<file path="config.mk">
export PLATFORM = sky130hd
export DESIGN_NAME = odtpd_ctrl
export DESIGN_NICKNAME = d
export VERILOG_FILES = /design/src/odtpd_ctrl.v /design/src/odtpd_lat_line.v
export VERILOG_INCLUDE_DIRS = /design/src /design/src/shared
export SDC_FILE = /design/constraint.sdc
export NUM_CORES = 1
export LEC_CHECK = 0
export ABC_AREA = 1
export BUFFER_PORTS_ARGS = -buffer_cell sky130_fd_sc_hd__buf_4
export CORE_MARGIN = 2
export CORE_UTILIZATION = 45
export DETAILED_ROUTE_END_ITERATION = 7
export PLACE_DENSITY = 0.67
export SYNTH_ARGS = -nofsm -noshare
export SYNTH_HDL_FRONTEND = slang
export SYNTH_SLANG_ARGS = --single-unit
</file>
<file path="constraint.sdc">
create_clock -name SYS_CLK_I -period 2.95 [get_ports SYS_CLK_I]
set_input_delay 0.1475 -clock SYS_CLK_I [delete_from_list [all_inputs] [get_ports SYS_CLK_I]]
set_output_delay 0.1475 -clock SYS_CLK_I [all_outputs]
set_load 0.005 [all_outputs]
</file>
<file path="src/shared/odtpd_defines.vh">
// Constants for the ODT power-down transition controller.
// Assumes a 200 MHz core clock; times in ps, counts in cycles.
`ifndef ODTPD_DEFINES_VH
`define ODTPD_DEFINES_VH

`define ODTPD_CLK_PERIOD_PS 5000
// Asynchronous turn-on/turn-off delay bounds
`define ODTPD_TAONPD_MIN_PS 2000
`define ODTPD_TAONPD_MAX_PS 8500
// Least time rounds up, longest rounds down, never below one cycle
`define ODTPD_ASYNC_MIN_CYC (((`ODTPD_TAONPD_MIN_PS + `ODTPD_CLK_PERIOD_PS - 1) / `ODTPD_CLK_PERIOD_PS) < 1 ? 1 : ((`ODTPD_TAONPD_MIN_PS + `ODTPD_CLK_PERIOD_PS - 1) / `ODTPD_CLK_PERIOD_PS))
`define ODTPD_ASYNC_MAX_CYC ((`ODTPD_TAONPD_MAX_PS / `ODTPD_CLK_PERIOD_PS) < 1 ? 1 : (`ODTPD_TAONPD_MAX_PS / `ODTPD_CLK_PERIOD_PS))
// Offset of latencies from write latency
`define ODTPD_ODTL_OFFSET 5'h02
`define ODTPD_ANPD_OFFSET 5'h01
// Default refresh and DLL-off exit times in cycles
`define ODTPD_TRFC_CYC 16'h0040
`define ODTPD_TXPDLL_CYC 16'h0018
// Reset values
`define ODTPD_ZERO5 5'h00

`endif

</file>
<file path="src/odtpd_ctrl.v">
// ODT controller covering synchronous/asynchronous transitions
// around precharge power-down with the DLL switched off.
// Assumes CKE, ODT and commands synchronous to SYS_CLK_I, mode values static.
`timescale 1ns/1ps
`default_nettype none
`include "odtpd_defines.vh"

module odtpd_ctrl #(
	parameter DEPTH = 32,
	parameter CW = 16,
	parameter [CW-1:0] TRFC_CYC = `ODTPD_TRFC_CYC,
	parameter [CW-1:0] TXPDLL_CYC = `ODTPD_TXPDLL_CYC
) (
	// Clock and reset
	input wire SYS_CLK_I,
	input wire RSTN_I,
	// Mode settings
	input wire MR0_DLL_PPD_I,
	input wire [4:0] CWL_I,
	input wire [4:0] AL_I,
	// Memory controller pins and decoded commands
	input wire CKE_I,
	input wire ODT_I,
	input wire REF_CMD_I,
	input wire BANKS_IDLE_I,
	// Termination and status
	output reg RTT_EN_O,
	output reg ASYNC_MODE_O,
	output reg ENTRY_WIN_O,
	output reg EXIT_WIN_O,
	output reg [4:0] TANPD_O
);

	localparam [3:0] ST_SYNC = 4'b0001;
	localparam [3:0] ST_ENTRY = 4'b0010;
	localparam [3:0] ST_ASYNC = 4'b0100;
	localparam [3:0] ST_EXIT = 4'b1000;

	reg rst_meta_q;
	reg rst_sync_q;
	reg [3:0] state_q;
	reg [3:0] state_d;
	reg cke_q;
	reg [CW-1:0] rfc_cnt_q;
	reg [CW-1:0] rfc_cnt_d;
	reg [CW-1:0] xp_cnt_q;
	reg [CW-1:0] xp_cnt_d;
	reg [4:0] odtl_q;
	reg rtt_d;
	wire sync_tap;
	wire cke_fell;
	wire cke_rose;
	wire dll_off_pd;

	// Latency minus offset, held at least one
	function [4:0] lat_sub;
		input [4:0] cwl;
		input [4:0] al;
		input [4:0] off;
		reg [5:0] sum;
		begin
			sum = {1'b0, cwl} + {1'b0, al};
			if (sum <= {1'b0, off}) begin
				lat_sub = 5'h01;
			end else begin
				lat_sub = sum[4:0] - off;
			end
		end
	endfunction

	// Reset release through two flops
	always @(posedge SYS_CLK_I or negedge RSTN_I) begin
		if (!RSTN_I) begin
			rst_meta_q <= 1'b0;
			rst_sync_q <= 1'b0;
		end else begin
			rst_meta_q <= 1'b1;
			rst_sync_q <= rst_meta_q;
		end
	end

	odtpd_lat_line #(
		.DEPTH(DEPTH),
		.SELW(5)
	) u_lat (
		.clk_i(SYS_CLK_I),
		.rst_n_i(rst_sync_q),
		.odt_i(ODT_I),
		.sel_i(odtl_q - 5'h01),
		.tap_o(sync_tap)
	);

	assign cke_fell = cke_q && !CKE_I;
	assign cke_rose = !cke_q && CKE_I;
	// only precharge power-down with DLL off
	assign dll_off_pd = !MR0_DLL_PPD_I && BANKS_IDLE_I;

	always @* begin
		state_d = state_q;
		rfc_cnt_d = rfc_cnt_q;
		xp_cnt_d = xp_cnt_q;
		// refresh time tracked from the command
		if (REF_CMD_I) begin
			rfc_cnt_d = TRFC_CYC;
		end else if (rfc_cnt_q != {CW{1'b0}}) begin
			rfc_cnt_d = rfc_cnt_q - {{(CW-1){1'b0}}, 1'b1};
		end
		case (state_q)
			ST_SYNC: begin
				// entry window starts at first CKE low while a refresh runs
				if (cke_fell && dll_off_pd) begin
					if (rfc_cnt_q > {{(CW-1){1'b0}}, 1'b1}) begin
						state_d = ST_ENTRY;
					end else begin
						state_d = ST_ASYNC;
					end
				end
			end
			ST_ENTRY: begin
				// extended end; early exit keeps window open
				if (rfc_cnt_q <= {{(CW-1){1'b0}}, 1'b1}) begin
					if (CKE_I) begin
						state_d = ST_EXIT;
						xp_cnt_d = TXPDLL_CYC;
					end else begin
						state_d = ST_ASYNC;
					end
				end
			end
			ST_ASYNC: begin
				// exit window runs tXPDLL after first CKE high
				if (cke_rose) begin
					state_d = ST_EXIT;
					xp_cnt_d = TXPDLL_CYC;
				end
			end
			ST_EXIT: begin
				if (cke_fell && dll_off_pd) begin
					state_d = ST_ASYNC;
				end else if (xp_cnt_q <= {{(CW-1){1'b0}}, 1'b1}) begin
					state_d = ST_SYNC;
					xp_cnt_d = {CW{1'b0}};
				end else begin
					xp_cnt_d = xp_cnt_q - {{(CW-1){1'b0}}, 1'b1};
				end
			end
			default: begin
				state_d = ST_SYNC;
			end
		endcase
	end

	always @* begin
		case (state_d)
			// asynchronous: no AL, one-cycle delay within bounds
			ST_ASYNC: rtt_d = ODT_I;
			ST_ENTRY: rtt_d = ODT_I;
			ST_EXIT: rtt_d = ODT_I;
			default: rtt_d = sync_tap;
		endcase
	end

	always @(posedge SYS_CLK_I or negedge rst_sync_q) begin
		if (!rst_sync_q) begin
			state_q <= ST_SYNC;
			cke_q <= 1'b0;
			rfc_cnt_q <= {CW{1'b0}};
			xp_cnt_q <= {CW{1'b0}};
			odtl_q <= 5'h01;
			RTT_EN_O <= 1'b0;
			ASYNC_MODE_O <= 1'b0;
			ENTRY_WIN_O <= 1'b0;
			EXIT_WIN_O <= 1'b0;
			TANPD_O <= `ODTPD_ZERO5;
		end else begin
			state_q <= state_d;
			cke_q <= CKE_I;
			rfc_cnt_q <= rfc_cnt_d;
			xp_cnt_q <= xp_cnt_d;
			odtl_q <= lat_sub(CWL_I, AL_I, `ODTPD_ODTL_OFFSET);
			RTT_EN_O <= rtt_d;
			ASYNC_MODE_O <= (state_d != ST_SYNC);
			ENTRY_WIN_O <= (state_d == ST_ENTRY);
			EXIT_WIN_O <= (state_d == ST_EXIT);
			// tANPD as write latency minus one
			TANPD_O <= lat_sub(CWL_I, AL_I, `ODTPD_ANPD_OFFSET);
		end
	end

endmodule

`default_nettype wire

</file>
<file path="src/odtpd_lat_line.v">
// Clock-counted ODT latency line with a selectable tap.
// Assumes tap select stable while used; one clock domain.
`timescale 1ns/1ps
`default_nettype none

module odtpd_lat_line #(
	parameter DEPTH = 32,
	parameter SELW = 5
) (
	// Clock and reset
	input wire clk_i,
	input wire rst_n_i,
	// Data
	input wire odt_i,
	input wire [SELW-1:0] sel_i,
	output wire tap_o
);

	reg [DEPTH-1:0] line_q;

	always @(posedge clk_i or negedge rst_n_i) begin
		if (!rst_n_i) begin
			line_q <= {DEPTH{1'b0}};
		end else begin
			line_q <= {line_q[DEPTH-2:0], odt_i};
		end
	end

	// Tap i holds the sample taken i+1 edges ago
	assign tap_o = line_q[sel_i];

endmodule

`default_nettype wire
</file>
## Yosys cells after proc, flatten, opt, wreduce, memory -nomap -nowiden

Cells that the tools add are included.

- Order comparisons: 6
- Reductions and logical operators: 12
- $add $sub $neg: 6
- Equality and inequality tests: 12
- Mux-type cells: 21

Operator list:

| kind | number |
|---|---|
| 16-bit 2-to-1 mux | 7 |
| 16-bit case mux with 3 select lines | 1 |
| 16-bit by 1-bit <= comparator with 1-bit output, second input constant | 2 |
| 16-bit by 1-bit subtractor with 16-bit output, second input constant | 2 |
| 4-bit 2-to-1 mux | 6 |
| 16-bit by 1-bit > comparator with 1-bit output, second input constant | 1 |
| 4-bit case mux with 4 select lines | 1 |
| 16-bit nonzero test | 1 |
| 5-bit 2-to-1 mux | 2 |
| 5-bit by 1-bit subtractor with 5-bit output, second input constant | 2 |
| 4-bit by 2-bit == test with 1-bit output, second input constant | 2 |
| 4-bit by 3-bit == test with 1-bit output, second input constant | 2 |
| 4-bit == test, second input constant | 2 |
| 2-bit != test, second input constant | 4 |
| 5-bit by 5-bit adder with 6-bit output | 1 |
| 6-bit by 1-bit <= comparator with 1-bit output, second input constant | 1 |
| 6-bit by 2-bit <= comparator with 1-bit output, second input constant | 1 |
| 5-bit by 6-bit less-than comparator with 1-bit output, second input constant | 1 |
| 1-bit binary-select mux with 5-bit select | 1 |
| 5-bit AND reduction | 1 |
| 5-bit by 2-bit subtractor with 5-bit output, second input constant | 1 |
| 4-bit by 1-bit == test with 1-bit output, second input constant | 1 |
| 1-bit logical AND | 4 |
| 4-bit by 1-bit != test with 1-bit output, second input constant | 1 |
| 6 further kinds | 9 |

- Input port bits: 17
- Flip-flop bits (word level): 85
- Output and inout bits: 9
- Logic and storage cells: 70

## Logic depth before layout (Yosys ltp)

Gate-level depths: netlist (run 1).

- Depth in word-level cells: 8
- Depth in mapped cells: 14
- Gate-level depth less buffers: 11

## Hierarchy

Synthesis (run 1) repeated with hierarchy kept, for this count alone.

- Cells, all modules: 544
- Area total of the unflattened synthesis: 4,474.3 um^2

By module, submodules not included:

| module | seq. area each (um^2) | cells an instance | instances | area an instance (um^2) |
|---|---|---|---|---|
| odtpd_ctrl | 1,328.8 | 434 | 1 | 3,298.2 |
| odtpd_lat_line | 800.8 | 110 | 1 | 1,176.1 |

## Least setup slack after synthesis (run 1)

Ideal clock, no wire load.

- Kind: register to register
- Start: reg odtl_q[0]
- End: reg RTT_EN_O
- Arrival time: 2.011 ns
- Stages on the path, launching flop included: 15
- Setup slack: 0.823 ns
- Buffers on the path: 3
- Data required time: 2.834 ns
- Cells stage by stage: dfstp_2 > buf_2 > inv_2 > buf_2 > ha_1 > clkbuf_1 > inv_1 > nand3_1 > nand3_1 > nand3_1 > nand2_1 > nand2_1 > nand2_1 > nand2_1 > nand2_1

- Word-level cells in the longest chain between the ends: 4

RTL lines:

| element | RTL line | RTL |
|---|---|---|
| from (decl) | odtpd_ctrl.v:48 | `reg [4:0] odtl_q;` |
| from (signal assigned) | odtpd_ctrl.v:180 | `` odtl_q <= lat_sub(CWL_I, AL_I, `ODTPD_ODTL_OFFSET); `` |
| 5-bit by 1-bit subtractor with 5-bit output | odtpd_ctrl.v:89 | `.sel_i(odtl_q - 5'h01),` |
| 1-bit binary-select mux with 5-bit select | odtpd_lat_line.v:30 | `assign tap_o = line_q[sel_i];` |
| 1-bit 2-to-1 mux (not written as such) | odtpd_lat_line.v:30 |  |
| 1-bit 2-to-1 mux | odtpd_ctrl.v:154 | `case (state_d)` |
| net rtt_d | odtpd_ctrl.v:49 | `reg rtt_d;` |
| to (signal assigned) | odtpd_ctrl.v:181 | `RTT_EN_O <= rtt_d;` |
| to (decl) | odtpd_ctrl.v:27 | `output reg RTT_EN_O,` |

The timed path passes the listed nets, and every way through them passes these cells. The select of a mux whose other input is x is not followed.
A chain may end at the register's enable or synchronous reset.

## Final worst setup path (run 1)

Ends and elaborated chain as after synthesis.

==> reports/qor.csv, run 1 <==
stage;metric;value;unit
drt;post-route-drc-count;0;
finish;area_delta_synth_final;11.6;%
drt;drt-pass1-iter-count;4;
pwr;p_leak;2.68;nW
clocking;clk_latency;360;ps
grt;antenna_found_initial;0;
setup_path;endpoint_kind;flip-flop;
floorplanning;dieHeight;103;um
clocking;cts_tree;done;
yosys;synth_edf_count;0;
drt;routed_wl;8280;um
placement;placement.io_buffers;25;
status;status;completed;
clocking;cts_buffer_depth;2;
yosys;synth_top_area_cell;dfrtp_1;
sta;fin_crit_sh;75.3;%
finish;antenna_cells;0;
setup_path;critPathArrivalTime;2480;ps
yosys;synth.distinct_cells;36;
yosys;synth_top_area_share;46.7;%
run;drv_cap;0;
pwr;vdd_ir_drop_max;0.000363;V
floorplanning;initial_core_util;46.0;%
yosys;ys_seq_elements;85;
sta;worstMarginPinSlew;1010;ps
sta;setup_viol;0;
setup_path;crit_required;3210;ps
drt;vias;3431;
floorplanning;die_x;103;um
floorplanning;ios;26;
grt;grt_max_degree;84;
pwr;sw_frac_of_total;36.2;%
yosys;synth_flop_cell;dfrtp_1;
pwr;pwr-share-clk;24.1;%
yosys;synthArstFlopShare;100;%
yosys;netlist_top_cells_area;dfrtp_1 47%, nand2_1 12%, inv_1 6.1%;
drt;drtIter0Drc;131;
floorplanning;core_region_area;9680;um^2
yosys;syn_area;4450;um^2
yosys;syn-instance-count;546;
clocking;path_clk_slew;80;ps
pwr;internal_power;2.16;mW
drt;vias_per_cell;4.81;
setup_path;crit_fanout;18;
grt;grt_pass1_vias;3321;
grt;gr-total-overflow;0;
sta;rsz0062_at_grt;no;
sta;max_freq;0.450;GHz
floorplanning;dieArea;10700;um^2
placement;gp_congestion;0.899;
clocking;cts_buffers;9;
clocking;cts_root_buffer;clkbuf_8;
drt;antenna_left;0;
grt;grt_use_total;17.3;%
sta;fin_setup_tns;0;ps
clocking;clock_sinks;85;
yosys;synth_nets;579;
pwr;pwr-share-seq;44.3;%
yosys;avgSynthCellArea;8.15;um^2
yosys;ys_warn_count;0;
clocking;cts_resized;0;
clocking;cts_setup_buffers;0;
sta;hold_viol;0;
finish;drive_gt1_share;10.7;%
sta;max_slew_margin;32.8;%
pwr;powerDensity;680;nW/um^2
placement;hpwl;5950;um
sta;slew_viol_final;0;
floorplanning;rows;36;
setup_path;cp-start-kind;flip-flop;
grt;grt_pass1_wl;14500;um
hold_path;hold_class;primary input to flip-flop;
drt;wire_per_inst;11.6;um
pwr;p_sw;1.22;mW
finish;fin_nets;609;
sta;fin_hold_ws;64.2;ps
sta;skew;10.5;ps
sta;layout_min_cycle_time;2220;ps
clocking;htree_levels;3;
setup_path;criticalPathCategory;flip-flop to flip-flop;
pwr;p_comb_share;31.6;%
yosys;ys_seq_area_share;47.8;%
final cells by class:
type                            instances  area (um^2)
Inverter                               75          282
Tap cell                              133          166
Clock buffer                           10          128
Sequential cell                        85         2130
Timing Repair Buffer                   28          218
Clock inverter                          6         63.8
Multi-Input combinational cell        377         1980
Fill cell                             906         4720
path summary, 6_finish.rpt:
| kind | start | to | slack (ps) | cells after the start |
|---|---|---|---|---|
| setup / recovery | odtl_q[0] | RTT_EN_O | 730 | 11 |
| hold / removal | REF_CMD_I | rfc_cnt_q[1] | 60 | 2 |
| setup reg to reg | odtl_q[0] | RTT_EN_O | 730 | 11 |
| hold reg to reg | rst_meta_q | rst_sync_q | 360 | 0 |
| max in group asynchronous | rst_sync_q | rfc_cnt_q[9] | 1800 | 0 |
| min in group asynchronous | RSTN_I | rst_sync_q | 100 | 2 |
critical path, cell delays in order, from the launching register on:
cell	delay, ps
dfstp_2	710
inv_2	200
ha_1	490
inv_1	180
nand3_1	120
nand3_1	70
nand3_1	100
nand2_1	60
nand2_1	50
nand2_1	40
nand2_1	50
nand2_1	50
what timing repair did:
item	4_1_cts	5_1_grt
hold buffers	3	0
hold endpoints to repair	4	0
setup endpoints to repair	0	0
cells in the mapped netlist (all sizes together) (6+ instances only):
| cell | n |
|---|---|
| ha | 15 |
| buf | 6 |
| inv | 75 |
| o21ai | 18 |
| nand2 | 147 |
| nand3 | 50 |
| nor3 | 15 |
| dfrtp | 83 |
| xnor2 | 7 |
| a21oi | 8 |
| nor2 | 74 |
| xor2 | 25 |
routing by layer:
layer  track usage [%]  part of all wire, %  wire length [um]  vias up
li1                  -                    -                 -     1759
met1              23.2                   47              3930     1611
met2              27.1                   47              3910       52
met3              5.11                  4.1               336        9
met4              5.87                  1.3               104        0
met5                 0                    0                 0        -
state kept, by name, summed over array words and instances, names as in the netlist:
signal	flops
odtl_q	5
rst_sync_q	1
ASYNC_MODE_O	1
ENTRY_WIN_O	1
RTT_EN_O	1
xp_cnt_q	16
EXIT_WIN_O	1
rfc_cnt_q	16
state_q	4
TANPD_O	5
cke_q	1
u_lat.line_q	32
rst_meta_q	1
layout by cell type (no fill, tap or decap), drive strengths merged, types with 3 or more instances in the layout:
| cell | n |
|---|---|
| xnor2 | 7 |
| dfrtp | 83 |
| nor3 | 15 |
| nor2 | 74 |
| clkbuf | 10 |
| inv | 75 |
| xor2 | 25 |
| nand3b | 4 |
| clkinv | 3 |
| o21ai | 18 |
| buf | 25 |
| a21oi | 8 |
| ha | 15 |
| nand2 | 147 |
| nand3 | 50 |
| nand4 | 4 |
| dlygate4sd3 | 3 |
logic make-up (layout without fill, tap and decap cells):
family,after synthesis,count (layout),share of synthesized area [%]
muxes,1,1,0.225
AOI/OAI and AO/OA,32,32,4.22
buffers and inverters,84,119,7.76
adders and majority gates,16,16,4.67
other,1,1,0.0842
and+or+nand+nor,295,295,28.9
DFF,85,85,47.8
xor gates and xnor gates,32,32,6.30
power groups by stage:
stage | Combinational, mW | Sequential, mW | Clock [mW]
floorplan | 0.837 | 1.49 | 0
global placement | 1.04 | 1.52 | 0
detailed placement | 1.07 | 1.52 | 0
CTS | 1.08 | 1.50 | 0.836
global route | 1.24 | 1.53 | 0.887
finish | 1.07 | 1.50 | 0.815
metrics by stage:
| stage | cells | setup WS [ps] | total power, mW | instance area, um^2 | util, % |
|---|---|---|---|---|---|
| floorplan | 546 | 411 | 2.32 | 4450 | - |
| CTS | 714 | 715 | 3.42 | 4970 | 51.3 |
| finish | 714 | 730 | 3.38 | 4970 | 51.3 |
| global placement | 695 | 791 | 2.56 | 4750 | 49.0 |
| global route | 714 | 481 | 3.66 | 4970 | 51.3 |
| detailed placement | 695 | 741 | 2.59 | 4750 | 49.0 |
No activity file was read; power rests on OpenSTA's default activity.
==> run 2: changes to the inputs <==
==> constraint.sdc (replaced) <==
create_clock -name SYS_CLK_I -period 2.29 [get_ports SYS_CLK_I]
set_input_delay 0.1145 -clock SYS_CLK_I [delete_from_list [all_inputs] [get_ports SYS_CLK_I]]
set_output_delay 0.1145 -clock SYS_CLK_I [all_outputs]
set_load 0.005 [all_outputs]
==> reports/qor.csv, run 2 (synthesis results as in run 1) <==
stage;metric;value;unit;change
setup_path;reg2regPathDepth;11;;unchanged
setup_path;endpoint_kind;flip-flop;;
clocking;cts_tree;done;;
placement;dp_cells;698;;+0.43%
drt;wire_per_inst;11.4;um;-1.9%
clocking;cts_buffers;9;;unchanged
drt;routed_wl;8160;um;-1.5%
grt;grt_max_degree;36;;-57%
hold_path;hold_end;rfc_cnt_q[10];;
drt;antenna_left;0;;unchanged
floorplanning;dieArea;10700;um^2;unchanged
setup_path;crit_fanout;18;;unchanged
sta;layout_min_cycle_time;1990;ps;-231 ps
drt;drt-pass1-iter-count;4;;unchanged
setup_path;worst_r2r_startpoint;odtl_q[0];;
clocking;cts_buffer_depth;2;;unchanged
clocking;cts_root_buffer;clkbuf_8;;
setup_path;critPathArrivalTime;2240;ps;-240 ps
finish;fin_util;51.8;%;+0.49 points
hold_path;holdPathStages;2;;unchanged
run;drv_cap;0;;unchanged
sta;hold_viol;0;;unchanged
grt;grt_pass1_wl;14400;um;-0.48%
finish;fillCellCount;911;;+0.55%
sta;fin_crit_sh;86.8;%;+12 points
sta;setup_viol;0;;unchanged
sta;max_freq;0.503;GHz;+12%
setup_path;cp-start-kind;flip-flop;;
floorplanning;die_x;103;um;unchanged
floorplanning;initial_core_util;46.0;%;unchanged
drt;drtIter0Drc;82;;-37%
setup_path;reg2reg_to;RTT_EN_O;;
floorplanning;dieHeight;103;um;unchanged
sta;slew_viol_final;0;;unchanged
pwr;p_leak;2.70;nW;+0.84%
finish;final_cell_mix;143 x nand2_1, 82 x dfrtp_1, 72 x inv_1;;
setup_path;crit_required;2540;ps;-670 ps
hold_path;worstHoldStart;REF_CMD_I;;
clocking;holdBufCountCts;3;;unchanged
sta;rsz0062_at_grt;no;;
floorplanning;ios;26;;unchanged
pwr;vdd_ir_drop_max;0.000536;V;+48%
pwr;powerDensity;877;nW/um^2;+29%
grt;grt_use_total;17.1;%;-0.21 points
sta;fin_setup_tns;0;ps;unchanged
grt;antenna_found_initial;0;;unchanged
placement;gp_congestion;0.878;;-2.3%
clocking;cts_setup_buffers;0;;unchanged
finish;reg_top3;u_lat.line_q: 32 flops, rfc_cnt_q: 16 flops, xp_cnt_q: 16 flops;;
drt;vias_per_cell;4.81;;+0.13%
finish;instances_no_fill;717;;+0.42%
clocking;clk_latency;360;ps;about the same
finish;largest_register;u_lat.line_q;;
finish;fin_nets;612;;+0.49%
clocking;htree_levels;3;;unchanged
finish;largest_register_ffs;32;;unchanged
finish;antenna_cells;0;;unchanged
drt;vias;3450;;+0.55%
clocking;cts_resized;0;;unchanged
sta;fin_hold_ws;23.5;ps;-40.6 ps
sta;skew;14.8;ps;+4.30 ps
finish;final_common_cell;nand2_1;;
grt;gr-total-overflow;0;;unchanged
setup_path;criticalPathCategory;flip-flop to flip-flop;;
clocking;path_clk_slew;80;ps;about the same
floorplanning;core_region_area;9680;um^2;unchanged
hold_path;hold_class;primary input to flip-flop;;
floorplanning;rows;36;;unchanged
status;status;completed;;
setup_path;rrSetupSlack;300;ps;-430 ps
finish;area_delta_synth_final;12.6;%;
clocking;clock_sinks;85;;unchanged
grt;grt_pass1_vias;3291;;-0.90%
finish;drive_gt1_share;11.0;%;+0.29 points
placement;hpwl;6060;um;+1.8%
placement;placement.io_buffers;25;;unchanged
drt;post-route-drc-count;0;;unchanged
[run 2: cell count changes in the layout (fill, tap and decap cells not counted), sizes merged]
cell    delta
clkbuf     +3
clkinv     -3
buf        +3
[run 2: worst max-delay path by stage]
stage,from,to
floorplan,odtl_q[0],RTT_EN_O
global placement,odtl_q[0],RTT_EN_O
detailed placement,odtl_q[0],RTT_EN_O
CTS,odtl_q[0],RTT_EN_O
global route,odtl_q[0],RTT_EN_O
finish,odtl_q[0],RTT_EN_O
[run 2: layer usage]
metal	vias up	global-route usage (%)	routed length (um)	part of all wire (%)
li1	1768	-	-	-
met1	1623	22.3	3860	47
met2	45	28.2	3910	48
met3	14	2.76	224	2.7
met4	0	7.59	167	2.0
met5	-	0	0	0
[run 2: where the power goes]
group	switching, mW	internal, mW	total, mW
Sequential	0.175	1.73	1.91
Combinational	0.856	0.552	1.41
Clock	0.517	0.565	1.08
Total	1.55	2.85	4.40
[run 2: metrics by stage]
stage / setup WS (ps) / area [um^2] / total power [mW]
after floorplan: 163 / 4450 / 2.99
after global placement: 363 / 4780 / 3.30
after detailed placement: 317 / 4780 / 3.34
after CTS: 294 / 5010 / 4.44
after global routing: 97.2 / 5010 / 4.75
final: 301 / 5010 / 4.40
[run 2: worst max-delay path, stage by stage, from the launching register on]
cell and delay [ps]:
dfstp_2 540, inv_2 120, ha_1 490, inv_1 200
nand3_1 120, nand3_1 70, nand3_1 100, nand2_1 50
nand2_1 50, nand2_1 40, nand2_1 60, nand2_1 50
[run 2: final cells by class]
type                            instances  area (um^2)  area share, %
Sequential cell                        85         2130           42.5
Multi-Input combinational cell        377         1980           39.4
Inverter                               75          282           5.61
Timing Repair Buffer                   31          253           5.04
Tap cell                              133          166           3.32
Clock buffer                           13          159           3.17
Clock inverter                          3         45.0          0.898
